--- src/dcr_defs.svh ---
// offsets, field positions, reset values and timing figures for the
// driver configuration and status register bank; definitions only
`ifndef DCR_DEFS_SVH
`define DCR_DEFS_SVH

// ==========================================================
// register addresses (7-bit, serial datagram address byte)
`define DCR_ADDR_CHOPPER_CONFIG 7'h6c
`define DCR_ADDR_CURRENT_CONTROL_CONFIG 7'h6d
`define DCR_ADDR_COMMUTATION_CONTROL 7'h6e
`define DCR_ADDR_DRIVER_STATUS 7'h6f
`define DCR_ADDR_VOLTAGE_PWM_CONFIG 7'h70
`define DCR_ADDR_PWM_AMPLITUDE_RESULT 7'h71
`define DCR_ADDR_PWM_AUTO_RESULT 7'h72

// ==========================================================
// reset values
`define DCR_RST_CHOPPER_CONFIG 32'h10410150
`define DCR_RST_VOLTAGE_PWM_CONFIG 22'h0c001e
`define DCR_RST_VOLTAGE_PWM_CONFIG_FULL 32'hc40c001e
`define DCR_RST_ZERO 32'h00000000

// ==========================================================
// field positions
`define DCR_TIME_LIMIT_MSB 9
`define DCR_TIME_LIMIT_LSB 0
`define DCR_STALL_LIMIT_MSB 23
`define DCR_STALL_LIMIT_LSB 16
`define DCR_WRITE_BIT 39
`define DCR_ADDR_MSB 38
`define DCR_ADDR_LSB 32

// ==========================================================
// register widths
`define DCR_W_CURRENT_CONTROL 25
`define DCR_W_COMMUTATION 24
`define DCR_W_VOLTAGE_PWM 22

// ==========================================================
// timing
`define DCR_CLK_PERIOD_NS 4
`define DCR_TIME_LIMIT_UNIT_CYC 1
`define DCR_STALL_LIMIT_UNIT_CYC 16
`define DCR_DATAGRAM_BITS 40

`endif

--- src/dcr_pkg.sv ---
// types shared by the driver configuration and status register bank
// assumes dcr_defs.svh is on the include path
package dcr_pkg;
	// ==========================================================
	// regulator results presented by the voltage-pwm core
	typedef struct packed {
		logic [8:0] scale_auto; // signed offset, -255..+255
		logic [7:0] actual_duty_cycle; // 255 = full voltage
	} dcr_amp_t;

	typedef struct packed {
		logic [7:0] gradient_auto;
		logic [7:0] offset_auto;
	} dcr_auto_t;

	// commutation limits handed to the commutation core
	typedef struct packed {
		logic [7:0] commutation_stall_limit;
		logic [9:0] commutation_time_limit;
	} dcr_limits_t;
endpackage

--- src/dcr_driver_config_status_regs.sv ---
// driver configuration/status register bank behind the serial port
// assumes 40-bit mode-3 datagrams from an external host; core inputs
// are on clk_sys, serial pins and the enable pin are asynchronous and synchronised here
//
// Summary of operation
// RULE1: the on-time of a commutation pwm pulse is cut once it reaches the time-limit field in device clocks.
// RULE2: the step-loss field gives the longest on-time for step-loss detection in units of sixteen clocks.
// RULE3: a step-loss field of zero turns step-loss detection off.
// RULE4: automatic commutation runs when the enable pin is high or the minimum commutation velocity is nonzero.
// RULE5: step-loss detection also works above the high-velocity threshold when high-velocity fullstep is on.
// RULE6: the low byte of the amplitude result shows the actual duty cycle that scales both phase currents.
// RULE7: bits 24 to 16 of the amplitude result show the signed regulator offset added to the duty cycle.
// RULE8: the low byte of the automatic result shows the automatically found offset, read only.
// RULE9: the chopper configuration is read/write and resets to 0x10410150.
// RULE10: the voltage-pwm configuration is write only and resets to 0xC40C001E; the code keeps only bits 21:0, which reset to 0x0C001E.
// RULE11: the driver status register shows the load value and the driver error flags.
// RULE12: write-only registers hold the last written value until the next write or a reset.
`timescale 1ns/1ns
`include "dcr_defs.svh"

module dcr_driver_config_status_regs (
	input wire logic clk_sys, // device clock, 250 MHz
	input wire logic rst_b, // synchronous reset, active low
	input wire logic spi_sck, // serial clock pin, idles high
	input wire logic spi_cs_b, // chip select pin, active low
	input wire logic spi_sdi, // serial data in
	output logic spi_sdo, // serial data out
	output logic spi_sdo_oe, // high while sdo is driven
	input wire logic [7:0] spi_status, // status byte sent first
	input wire logic commutation_enable_pin, // asynchronous pin
	input wire logic [22:0] min_commutation_velocity, // same clock
	input wire logic high_velocity_fullstep_en, // same clock
	input wire logic above_high_velocity_threshold, // same clock
	input wire logic pwm_on, // pwm on-phase active, same clock
	input wire logic [31:0] driver_status_in, // load and error flags
	input wire dcr_pkg::dcr_amp_t amp_in, // regulator results
	input wire dcr_pkg::dcr_auto_t auto_in, // automatic results
	output logic [31:0] chopper_config, // chopper configuration
	output logic [24:0] current_control_config, // current control
	output logic [21:0] voltage_pwm_config, // voltage pwm config
	output dcr_pkg::dcr_limits_t limits, // commutation limits
	output logic auto_commutation_active, // commutation mode on
	output logic stall_detect_active, // step-loss check armed
	output logic commutation_cut, // on-time limit reached
	output logic step_loss // on-time beyond step-loss limit
);
	import dcr_pkg::*;

	// ==========================================================
	// pin synchronisers; stage 1 feeds stage 2 only
	logic [3:0] sync1_r;
	logic [3:0] sync2_r;
	logic sck_d_r;
	logic cs_b_d_r;
	logic sck_s;
	logic cs_b_s;
	logic sdi_s;
	logic en_pin_s;

	always_ff @(posedge clk_sys) begin
		if (!rst_b) begin
			// enable pin idles low; a high reset here would fake a mode entry
			sync1_r <= 4'h3;
			sync2_r <= 4'h3;
			sck_d_r <= 1'b1;
			cs_b_d_r <= 1'b1;
		end else begin
			sync1_r <= {commutation_enable_pin, spi_sdi, spi_cs_b, spi_sck};
			sync2_r <= sync1_r;
			sck_d_r <= sync2_r[0];
			cs_b_d_r <= sync2_r[1];
		end
	end

	assign sck_s = sync2_r[0];
	assign cs_b_s = sync2_r[1];
	assign sdi_s = sync2_r[2];
	assign en_pin_s = sync2_r[3];

	logic sck_rise;
	logic sck_fall;
	logic cs_fall;
	logic cs_rise;
	assign sck_rise = sck_s & ~sck_d_r & ~cs_b_s;
	assign sck_fall = ~sck_s & sck_d_r & ~cs_b_s;
	assign cs_fall = ~cs_b_s & cs_b_d_r;
	assign cs_rise = cs_b_s & ~cs_b_d_r;

	// ==========================================================
	// datagram shifter
	logic [39:0] rx_r;
	logic [39:0] tx_r;
	logic [5:0] bit_cnt_r;
	logic [31:0] read_next_r;
	logic write_go;
	logic [6:0] rx_addr;

	assign rx_addr = rx_r[`DCR_ADDR_MSB:`DCR_ADDR_LSB];
	// short or long frames are dropped whole
	assign write_go = cs_rise & rx_r[`DCR_WRITE_BIT]
		& (bit_cnt_r == 6'(`DCR_DATAGRAM_BITS));

	always_ff @(posedge clk_sys) begin
		if (!rst_b) begin
			rx_r <= 40'h0000000000;
			bit_cnt_r <= 6'h00;
		end else if (cs_fall) begin
			bit_cnt_r <= 6'h00;
		end else if (sck_rise) begin
			rx_r <= {rx_r[38:0], sdi_s};
			if (bit_cnt_r != 6'h3f) begin
				bit_cnt_r <= bit_cnt_r + 6'h01;
			end
		end
	end

	always_ff @(posedge clk_sys) begin
		if (!rst_b) begin
			tx_r <= 40'h0000000000;
		end else if (cs_fall) begin
			tx_r <= {spi_status, read_next_r};
		end else if (sck_fall) begin
			tx_r <= {tx_r[38:0], 1'b0};
		end
	end

	always_ff @(posedge clk_sys) begin
		if (!rst_b) begin
			spi_sdo <= 1'b0;
			spi_sdo_oe <= 1'b0;
		end else begin
			spi_sdo <= tx_r[39];
			spi_sdo_oe <= ~cs_b_s;
		end
	end

	// ==========================================================
	// configuration registers
	logic [23:0] commutation_control_r;

	always_ff @(posedge clk_sys) begin
		if (!rst_b) begin
			chopper_config <= `DCR_RST_CHOPPER_CONFIG; // RULE9
		end else if (write_go && rx_addr == `DCR_ADDR_CHOPPER_CONFIG) begin
			chopper_config <= rx_r[31:0];
		end
	end

	always_ff @(posedge clk_sys) begin
		if (!rst_b) begin
			current_control_config <= 25'h0000000;
		end else if (write_go
			&& rx_addr == `DCR_ADDR_CURRENT_CONTROL_CONFIG) begin
			current_control_config <= rx_r[24:0]; // RULE12
		end
	end

	always_ff @(posedge clk_sys) begin
		if (!rst_b) begin
			commutation_control_r <= 24'h000000;
		end else if (write_go && rx_addr == `DCR_ADDR_COMMUTATION_CONTROL) begin
			commutation_control_r <= rx_r[23:0]; // RULE12
		end
	end

	always_ff @(posedge clk_sys) begin
		if (!rst_b) begin
			voltage_pwm_config <= `DCR_RST_VOLTAGE_PWM_CONFIG; // RULE10
		end else if (write_go && rx_addr == `DCR_ADDR_VOLTAGE_PWM_CONFIG) begin
			voltage_pwm_config <= rx_r[21:0]; // RULE12
		end
	end

	// ==========================================================
	// read side; write-only and unmapped addresses answer zero
	logic [31:0] read_mux;

	always_comb begin
		case (rx_addr)
			`DCR_ADDR_CHOPPER_CONFIG: read_mux = chopper_config; // RULE9
			`DCR_ADDR_DRIVER_STATUS: read_mux = driver_status_in; // RULE11
			`DCR_ADDR_PWM_AMPLITUDE_RESULT: begin
				read_mux = {7'h00, amp_in.scale_auto, 8'h00,
					amp_in.actual_duty_cycle}; // RULE6 RULE7
			end
			`DCR_ADDR_PWM_AUTO_RESULT: begin
				read_mux = {8'h00, auto_in.gradient_auto, 8'h00,
					auto_in.offset_auto}; // RULE8
			end
			default: read_mux = `DCR_RST_ZERO;
		endcase
	end

	// answer is fetched at frame end so the next frame returns it
	always_ff @(posedge clk_sys) begin
		if (!rst_b) begin
			read_next_r <= `DCR_RST_ZERO;
		end else if (cs_rise && bit_cnt_r == 6'(`DCR_DATAGRAM_BITS)) begin
			read_next_r <= read_mux;
		end
	end

	// ==========================================================
	// commutation on-time supervision
	logic [9:0] time_limit;
	logic [7:0] stall_limit;
	logic [11:0] on_cnt_r;
	logic mode_on;
	logic stall_on;

	assign time_limit =
		commutation_control_r[`DCR_TIME_LIMIT_MSB:`DCR_TIME_LIMIT_LSB];
	assign stall_limit =
		commutation_control_r[`DCR_STALL_LIMIT_MSB:`DCR_STALL_LIMIT_LSB];
	assign mode_on = en_pin_s | (min_commutation_velocity != 23'h000000); // RULE4
	assign stall_on = (stall_limit != 8'h00) // RULE3
		& (mode_on | (high_velocity_fullstep_en
		& above_high_velocity_threshold)); // RULE5

	// saturating so a stuck on-phase never wraps back under the limit
	always_ff @(posedge clk_sys) begin
		if (!rst_b) begin
			on_cnt_r <= 12'h000;
		end else if (!pwm_on) begin
			on_cnt_r <= 12'h000;
		end else if (on_cnt_r != 12'hfff) begin
			on_cnt_r <= on_cnt_r + 12'h001;
		end
	end

	always_ff @(posedge clk_sys) begin
		if (!rst_b) begin
			limits <= '0;
			auto_commutation_active <= 1'b0;
			stall_detect_active <= 1'b0;
			commutation_cut <= 1'b0;
			step_loss <= 1'b0;
		end else begin
			limits <= {stall_limit, time_limit};
			auto_commutation_active <= mode_on;
			stall_detect_active <= stall_on;
			commutation_cut <= mode_on & pwm_on
				& (on_cnt_r >= 12'(time_limit) * 12'(`DCR_TIME_LIMIT_UNIT_CYC)); // RULE1
			step_loss <= stall_on & pwm_on
				& (on_cnt_r >= 12'(stall_limit) * 12'(`DCR_STALL_LIMIT_UNIT_CYC)); // RULE2
		end
	end
endmodule

--- config.mk ---
export PLATFORM = sky130hd
export DESIGN_NAME = dcr_driver_config_status_regs
export DESIGN_NICKNAME = d
export VERILOG_FILES = /design/src/dcr_pkg.sv /design/src/dcr_driver_config_status_regs.sv
export VERILOG_INCLUDE_DIRS = /design/src
export SDC_FILE = /design/constraint.sdc
export NUM_CORES = 1
export LEC_CHECK = 0
export BUFFER_PORTS_ARGS = -buffer_cell sky130_fd_sc_hd__buf_4
export CORE_MARGIN = 1.5
export CORE_UTILIZATION = 58
export CTS_CLUSTER_DIAMETER = 30
export CTS_CLUSTER_SIZE = 40
export DETAILED_ROUTE_END_ITERATION = 8
export PLACE_DENSITY_LB_ADDON = 0.25
export SLEW_MARGIN = 20
export SYNTH_ARGS = -nofsm -noshare
export SYNTH_HDL_FRONTEND = slang
export SYNTH_SLANG_ARGS = --single-unit
--- constraint.sdc ---
create_clock -name clk_sys -period 3.1 [get_ports clk_sys]
set_clock_uncertainty 0.1 [all_clocks]
set_input_delay 0.31 -clock clk_sys [delete_from_list [all_inputs] [get_ports clk_sys]]
set_output_delay 0.31 -clock clk_sys [all_outputs]
set_load 0.05 [all_outputs]
Word level (Yosys, flattened, before mapping). Cells that the tools add are included.

$add $sub $neg: 2. Magnitude comparators: 2. Equal/unequal tests: 10. Mux-type cells: 3. Bitwise logic cells: 22. Reduce and logical (&&, ||, !) cells: 12.

Operators by type and width (count): case mux 32 bit (4 select lines) (1); 2-to-1 mux 40 bit (2); == test 7 bit, second input constant (7); nonzero test 23 bit (1); bitwise AND 1 bit (14); adder 12 x 1 -> 12 bit, second input constant (1); >= comparator 12 x 10 -> 1 bit (1); >= comparator 12 bit (1); inequality test 12 bit, second input constant (1); nonzero test 8 bit (1); adder 6 x 1 -> 6 bit, second input constant (1); == test 6 bit, second input constant (1); inequality test 6 bit, second input constant (1); inverter 1 bit (6); AND reduction 2 bit (3); logical AND 1 bit (5); bitwise OR 1 bit (2); nonzero test 2 bit (1); OR reduction 2 bit (1).

Flip-flop bits (word level): 267. Input bits: 105. Output and inout bits: 103. Logic and storage cells: 72.

Logic depth before layout (Yosys ltp). Gate-level depths: netlist (run 1).

Depth after elaboration: 6. Mapped depth: 8. Depth with buffers taken out: 6.

Worst setup path before layout (run 1). OpenSTA, ideal clock, no wires.

Path type: register to register. Start point: register bit_cnt_r[0]. End point: register voltage_pwm_config[18]. Setup time: 0.072 ns. Arrival time: 1.578 ns. Setup slack: 1.350 ns. Stages on the path, launching flop included: 9. Buffers on the path: 2. Period minus slack after synthesis: 1.750 ns. Path through: dfxtp_1 > inv_1 > ha_1 > nor3b_2 > and3_1 > buf_4 > and3_1 > buf_2 > mux2i_1.

Word-level cells in the longest chain between the ends: 3.

Ends and longest elaborated chain: from (decl) (RTL line dcr_driver_config_status_regs.sv:93) `logic [5:0] bit_cnt_r;`; from (signal assigned) (RTL line dcr_driver_config_status_regs.sv:112) `bit_cnt_r <= bit_cnt_r + 6'h01;`; == test 6 bit (RTL line dcr_driver_config_status_regs.sv:101) `` & (bit_cnt_r == 6'(`DCR_DATAGRAM_BITS)); ``; bitwise AND 1 bit (RTL line dcr_driver_config_status_regs.sv:100) `` assign write_go = cs_rise & rx_r[`DCR_WRITE_BIT] ``; logical AND 1 bit (no line); to (signal assigned) (RTL line dcr_driver_config_status_regs.sv:168) `` voltage_pwm_config <= `DCR_RST_VOLTAGE_PWM_CONFIG; ``; to (signal assigned) (RTL line dcr_driver_config_status_regs.sv:170) `voltage_pwm_config <= rx_r[21:0];`; to (decl) (RTL line dcr_driver_config_status_regs.sv:40) `output logic [21:0] voltage_pwm_config,`.

Every way passes these cells. A chain may end at the register's enable or synchronous reset.

Final worst setup path (run 1).
Start point: register bit_cnt_r[0]. End point: register chopper_config[31].

Word-level cells in the longest chain between the ends: 3.

Ends and longest elaborated chain: == test 6 bit (RTL line dcr_driver_config_status_regs.sv:101); bitwise AND 1 bit (RTL line dcr_driver_config_status_regs.sv:100); logical AND 1 bit (no line); to (signal assigned) (RTL line dcr_driver_config_status_regs.sv:143) `` chopper_config <= `DCR_RST_CHOPPER_CONFIG; ``; to (signal assigned) (RTL line dcr_driver_config_status_regs.sv:145) `chopper_config <= rx_r[31:0];`; to (decl) (RTL line dcr_driver_config_status_regs.sv:38) `output logic [31:0] chopper_config,`.

Every way passes these cells.

==> results of run 1 <==
logic make-up (layout without fill, tap and decap cells):
family | count (synthesis) | count (layout) | synth area share
AOI/OAI and AO/OA | 233 | 233 | 0.165
buffers and inverters | 112 | 356 | 0.0479
and+or+nand+nor | 419 | 419 | 0.178
xor gates and xnor gates | 9 | 9 | 0.00707
DFF | 261 | 261 | 0.468
muxes | 121 | 121 | 0.109
adders and majority gates | 22 | 22 | 0.0247
routing by layer:
layer	routed length [µm]	part of all wire	track usage
met4	735	0.025	0.0993
met5	0	0	0
met3	1930	0.065	0.0483
met1	12400	0.42	0.371
met2	14500	0.49	0.504
worst register-to-register path, delay by kind of cell (launching register included):
family | cells | cell delay (ns)
muxes | 1 | 0.32
adders and majority gates | 1 | 0.13
DFF | 1 | 0.34
and+or+nand+nor | 3 | 1.43
buffers and inverters | 1 | 0.07
state kept, by name, indices dropped and copies added (netlist names), 18 cells and up:
register	cells
chopper_config	32
commutation_control_r	18
current_control_config	25
limits	18
read_next_r	32
rx_r	40
tx_r	40
voltage_pwm_config	22
Yosys cell counts, drive strengths merged, types with 9 or more instances:
master / n / area (µm²)
buf: 35 / 245
o31ai: 18 / 205
inv: 27 / 101
nor2: 18 / 87.6
a221oi: 32 / 280
nand3: 28 / 140
nor2b: 26 / 163
nand2b: 10 / 65.1
o211a: 39 / 390
mux2i: 121 / 1210
nor3: 9 / 71.3
clkbuf: 50 / 188
dfxtp: 261 / 5230
a21boi: 60 / 450
a21oi: 12 / 60.1
and2: 24 / 150
o21ai: 39 / 195
ha: 22 / 275
a22oi: 15 / 113
nand2: 263 / 987
final cells by class:
cell class / count / area, µm²
well taps: 234 / 293
clock inverters: 29 / 327
repair buffers: 250 / 1970
fillers: 1261 / 4270
multi-input cells: 804 / 5420
flip-flops and latches: 261 / 5230
clock buffers: 50 / 1160
inverters: 27 / 101
worst min-delay path by stage:
stage,startpoint,end,slack [ns],depth (start not counted)
floorplan,sync1_r[0],sync2_r[0],0.29,1
global placement,sync1_r[1],sync2_r[1],0.30,1
detailed placement,sync1_r[0],sync2_r[0],0.30,1
CTS,above_high_velocity_threshold,stall_detect_active,0.02,3
global route,above_high_velocity_threshold,stall_detect_active,0.04,3
finish,above_high_velocity_threshold,stall_detect_active,0.01,3
timing repair:
| action | 4_1_cts | 5_1_grt |
|---|---|---|
| gates resized for setup | 0 | 0 |
| hold buffers | 20 | 0 |
| setup endpoints to repair | 0 | 0 |
| endpoints found under the hold margin | 20 | 0 |
per-stage QoR:
stage	power (W)	hold slack (ns)
after global placement	0.00377	0.296
after CTS	0.00859	0.0184
after detailed placement	0.00377	0.299
final	0.00856	0.0120
after floorplan	0.00363	0.286
after global routing	0.00880	0.0370
cell usage in the layout (no fill, tap or decap), types with 5 or more instances in the layout:
| cell type | count |
|---|---|
| buf_4 | 226 |
| nand2b_1 | 9 |
| mux2i_1 | 121 |
| ha_1 | 22 |
| nor3_1 | 5 |
| nor4_1 | 8 |
| dfxtp_1 | 261 |
| o211a_1 | 39 |
| nand4_1 | 5 |
| clkinv_2 | 5 |
| dlygate4sd3_1 | 20 |
| and2_1 | 24 |
| nor2_1 | 13 |
| nand2_1 | 263 |
| a22oi_1 | 15 |
| a21boi_1 | 58 |
| a211oi_1 | 6 |
| xnor2_1 | 5 |
| nor2b_1 | 25 |
| a221oi_1 | 32 |
| o21ai_1 | 35 |
| clkbuf_16 | 45 |
| inv_1 | 27 |
| clkinvlp_4 | 5 |
| nand3_1 | 28 |
| and3_1 | 6 |
| o31ai_2 | 14 |
| a21oi_1 | 11 |
| inv_6 | 9 |
report_power, final:
| part | leakage [nW] | switching [W] | total, W | internal (W) |
|---|---|---|---|---|
| combinational | 3.22 | 0.000144 | 0.000318 | 0.000174 |
| clock | 0.721 | 0.00174 | 0.00483 | 0.00309 |
| sequential | 2.11 | 0.0000180 | 0.00341 | 0.00339 |
==> reports/metrics.csv, run 1 <==
metric;value;unit
Hold Path Class;in2reg;
CTS sink cnt;261;
Max Fanout on Critical Path;32;
clk_lat worst skew;0.53;ns
Max Root-Sink Buffers;3;
Post-Layout Cell Count;1655;
Critical Path Sink;chopper_config[31];
critical path class;reg2reg;
Placed Area;12800;µm²
Worst-path clk slew;0.06;ns
die area;20100;µm²
Yosys cell types;56;
DR pass1 iterations;6;
# DRC;0;
worst path cell trace;inv_1, ha_1, nor3b_2, and3_1, and3_2, mux2i_1;
CP required;3.43;ns
crit path from;bit_cnt_r[0];
Routed WL;29500;µm
final hold viol count;0;
number of H-tree levels;2;
initial antenna violation count;0;
CP bufs+invs;1;
endpoint class of the critical path;flop;
# diodes;0;
ANT nets after route;0;
PnR worst setup slack;0.615;ns
Slew Limit Fails;0;
Area Overhead vs Synth;30.0;%
slowest stage delay, CP;0.88;ns
synthesized area per cell;9.48;µm²
Fmax;402;MHz
Die W;142;µm
Fin Setup TNS;0;ns
Core ar.;18800;µm²
Synth async-reset ratio;0;
post-CTS setup buffers;0;
cell area power density;590;nW/µm²
Root Driver;clkbuf_16;
TritonCTS Buffers;43;
Tmin final;2.49;ns
WP data arrival;2.81;ns
number of global-route vias before repair;9309;
slew margin rel.;0.318;
Worst Max-Slew Pin Slew;1.02;ns
sequential-to-total area share from yosys stat;0.468;
TritonCTS clock tree;done;
EDFF count, synth;0;
Final HPWL DP;19100;µm
pin count of the biggest net entering global routing;99;
via count;9493;
run status;completed;
first-pass GRT wire length;47100;µm
Seq cells post-synth;261;
RSZ-0062 raised after global routing;no;
Final Core Density;0.773;
max_cap viols;0;
placer congestion estimate;0.874;
design area;14500;µm²
Top delay family on crit path;simple AND/OR/NAND/NOR gates;
main flop type after synthesis;dfxtp_1;
LEAKAGE;6.05;nW
Synth Net Count;1304;
Buffers on Ports;207;
FF-to-FF path depth;6;
Mapped Cells;1177;
total of warnings raised by yosys;0;
Syn Std Cell Area;11200;µm²
# IOs;208;
chip height;142;µm
num rows;50;
FF-to-FF setup slack;0.61;ns
worst vdd ir;472;µV
Total GRT Usage;0.292;
share of layout cells above drive strength 1;0.239;
global route overflow;0;
RR Startpoint;bit_cnt_r[0];
cell at the slowest stage of the critical path;and3_2;
DR vias/cell;5.74;
CP startpoint kind;flop;
RR Endpoint;chopper_config[31];
critical path depth in cells;6;
# placed instances;1556;
Final nets;1514;
dpl ws;0.703;ns
DR WL/cell;17.8;µm
Initial Utilization;0.594;
crit share post-route;0.802;
final setup fails;0;
initial DRC count;772;
(Power assumes the default switching activity.)
==> run 2: changes to the inputs <==
--- a/config.mk
+++ b/config.mk
@@ -8,7 +8,7 @@
 export LEC_CHECK = 0
 export BUFFER_PORTS_ARGS = -buffer_cell sky130_fd_sc_hd__buf_4
 export CORE_MARGIN = 1.5
-export CORE_UTILIZATION = 58
+export CORE_UTILIZATION = 56
 export CTS_CLUSTER_DIAMETER = 30
 export CTS_CLUSTER_SIZE = 40
 export DETAILED_ROUTE_END_ITERATION = 8
==> constraint.sdc (replaced) <==
create_clock -name clk_sys -period 2.4 [get_ports clk_sys]
set_clock_uncertainty 0.1 [all_clocks]
set_input_delay 0.24 -clock clk_sys [delete_from_list [all_inputs] [get_ports clk_sys]]
set_output_delay 0.24 -clock clk_sys [all_outputs]
set_load 0.05 [all_outputs]
==> run 2 against run 1 <==
Against the previous run:
- cell area is 5.4% higher
- register-to-register slack lost 0.55 ns
- utilization up 1.0 points
- maximum frequency is 6.6% higher
- critical path depth stayed put
- combinational power increased by 46%
- cell count is 5.7% higher
- global-route usage grew 0.31 points
- largest cell class unchanged
- largest power group unchanged
- highest routed layer unchanged
==> reports/metrics.csv, run 2 (same netlist as run 1, synthesis figures left out) <==
metric;value;unit
post-CTS setup buffers;0;
met3 usage;0.0493;
final hold viol count;0;
multi-input combinational cell area;5430;µm²
Max Root-Sink Buffers;3;
Max Fanout on Critical Path;4;
critical path class;reg2reg;
global route overflow;0;
met1 Usage GRT;0.370;
Root Driver;clkbuf_16;
# DRC;0;
# IOs;208;
most common cell after layout, fill and taps aside;nand2_1;
cell area power density;762;nW/µm²
largest registers;rx_r (40), tx_r (40);
placer congestion estimate;0.871;
CP required;2.72;ns
slowest stage delay, CP;0.56;ns
crit share post-route;0.971;
final setup fails;0;
die area;20800;µm²
Routed WL;31700;µm
most frequent cells in the layout;nand2_1, dfxtp_1, buf_4;
CTS sink cnt;261;
Final Core Density;0.783;
first-pass GRT wire length;48200;µm
TritonCTS clock tree;done;
share of layout cells above drive strength 1;0.236;
endpoint class of the critical path;flop;
Fmax;429;MHz
slew margin rel.;0.554;
via count;9776;
met2 Use GR;0.502;
DR WL/cell;18.1;µm
Buffers on Ports;207;
Core ar.;19500;µm²
WP data arrival;2.65;ns
Critical Path Most Common Cell;dlygate4sd3_1;
worst path cell trace;nor4_1, nand2_1, nand3_1, dlygate4sd3_1, a211oi_1, dlygate4sd3_1;
dpl ws;0.353;ns
# diodes;0;
pin count of the biggest net entering global routing;94;
Worst Max-Slew Pin Slew;0.669;ns
DR vias/cell;5.59;
Hold Path Class;in2reg;
register area;5230;µm²
number of global-route vias before repair;9502;
Total GRT Usage;0.295;
DR pass1 iterations;5;
Final Power;0.0116;W
cell at the slowest stage of the critical path;dlygate4sd3_1;
chip height;144;µm
ANT nets after route;0;
initial DRC count;577;
CP startpoint kind;flop;
Slew Limit Fails;0;
Tmin final;2.33;ns
LEAKAGE;6.41;nW
Post-Layout Cell Count;1750;
Top Usage Layer GRT;met2;
worst vdd ir;511;µV
Worst-path clk slew;0.05;ns
Final HPWL DP;19300;µm
Die W;144;µm
initial antenna violation count;0;
clk_lat worst skew;0.53;ns
number of H-tree levels;2;
PnR worst setup slack;0.0686;ns
Initial Utilization;0.571;
TritonCTS Buffers;49;
Area Overhead vs Synth;37.0;%
run status;completed;
Final nets;1577;
max_cap viols;0;
num rows;51;
Filler cells;1292;
# placed instances;1593;
[run 2: cell type report]
class                           count  share of cell area
Clock buffer                       58              0.0844
Clock inverter                     28              0.0230
Timing Repair Buffer              307               0.167
Tap cell                          265              0.0217
Inverter                           27             0.00663
Multi-Input combinational cell    804               0.355
Sequential cell                   261               0.342
[run 2: timing repair]
item / in CTS / in global routing
resized for setup: 0 / 3
endpoints found under the hold margin: 51 / 0
hold buffers: 71 / 0
endpoints found under the setup margin: 0 / 3
[run 2: worst max-delay path, delay by kind of cell (launching register included)]
family	cells	cell delay [ns]
flip-flops	1	0.35
buffers and inverters	2	1.12
AND/OR/NAND/NOR	3	0.60
AO/OA/AOI/OAI	1	0.05
[run 2: metrics by stage]
step / instance area, µm² / setup TNS, ns / hold WS [ns]
after CTS: 15300 / 0 / 0.00102
after global placement: 12900 / 0 / 0.287
final: 15300 / 0 / 0.0106
after global routing: 15300 / -0.0196 / 0.0169
after floorplan: 11200 / 0 / 0.241
after detailed placement: 12900 / 0 / 0.301
[run 2: path summary, 6_finish.rpt]
path / from / to / slack, ns / depth (start not counted)
max reg2reg: commutation_control_r[20] / step_loss / 0.07 / 6
min reg2reg: sync1_r[0] / sync2_r[0] / 0.32 / 1
max: commutation_control_r[20] / step_loss / 0.07 / 6
min: amp_in[0] / read_next_r[0] / 0.01 / 3
[run 2: power breakdown]
part	leakage [nW]	switching (W)	internal, W
sequential	2.11	0.0000243	0.00439
clock	0.782	0.00227	0.00449
combinational	3.52	0.000204	0.000262
[run 2: per-layer routing]
metal	share of wire	routed length, µm	vias up
met5	0	0	-
met4	0.028	899	0
met3	0.053	1680	72
met2	0.49	15500	310
met1	0.43	13600	4705
li1	-	-	4689
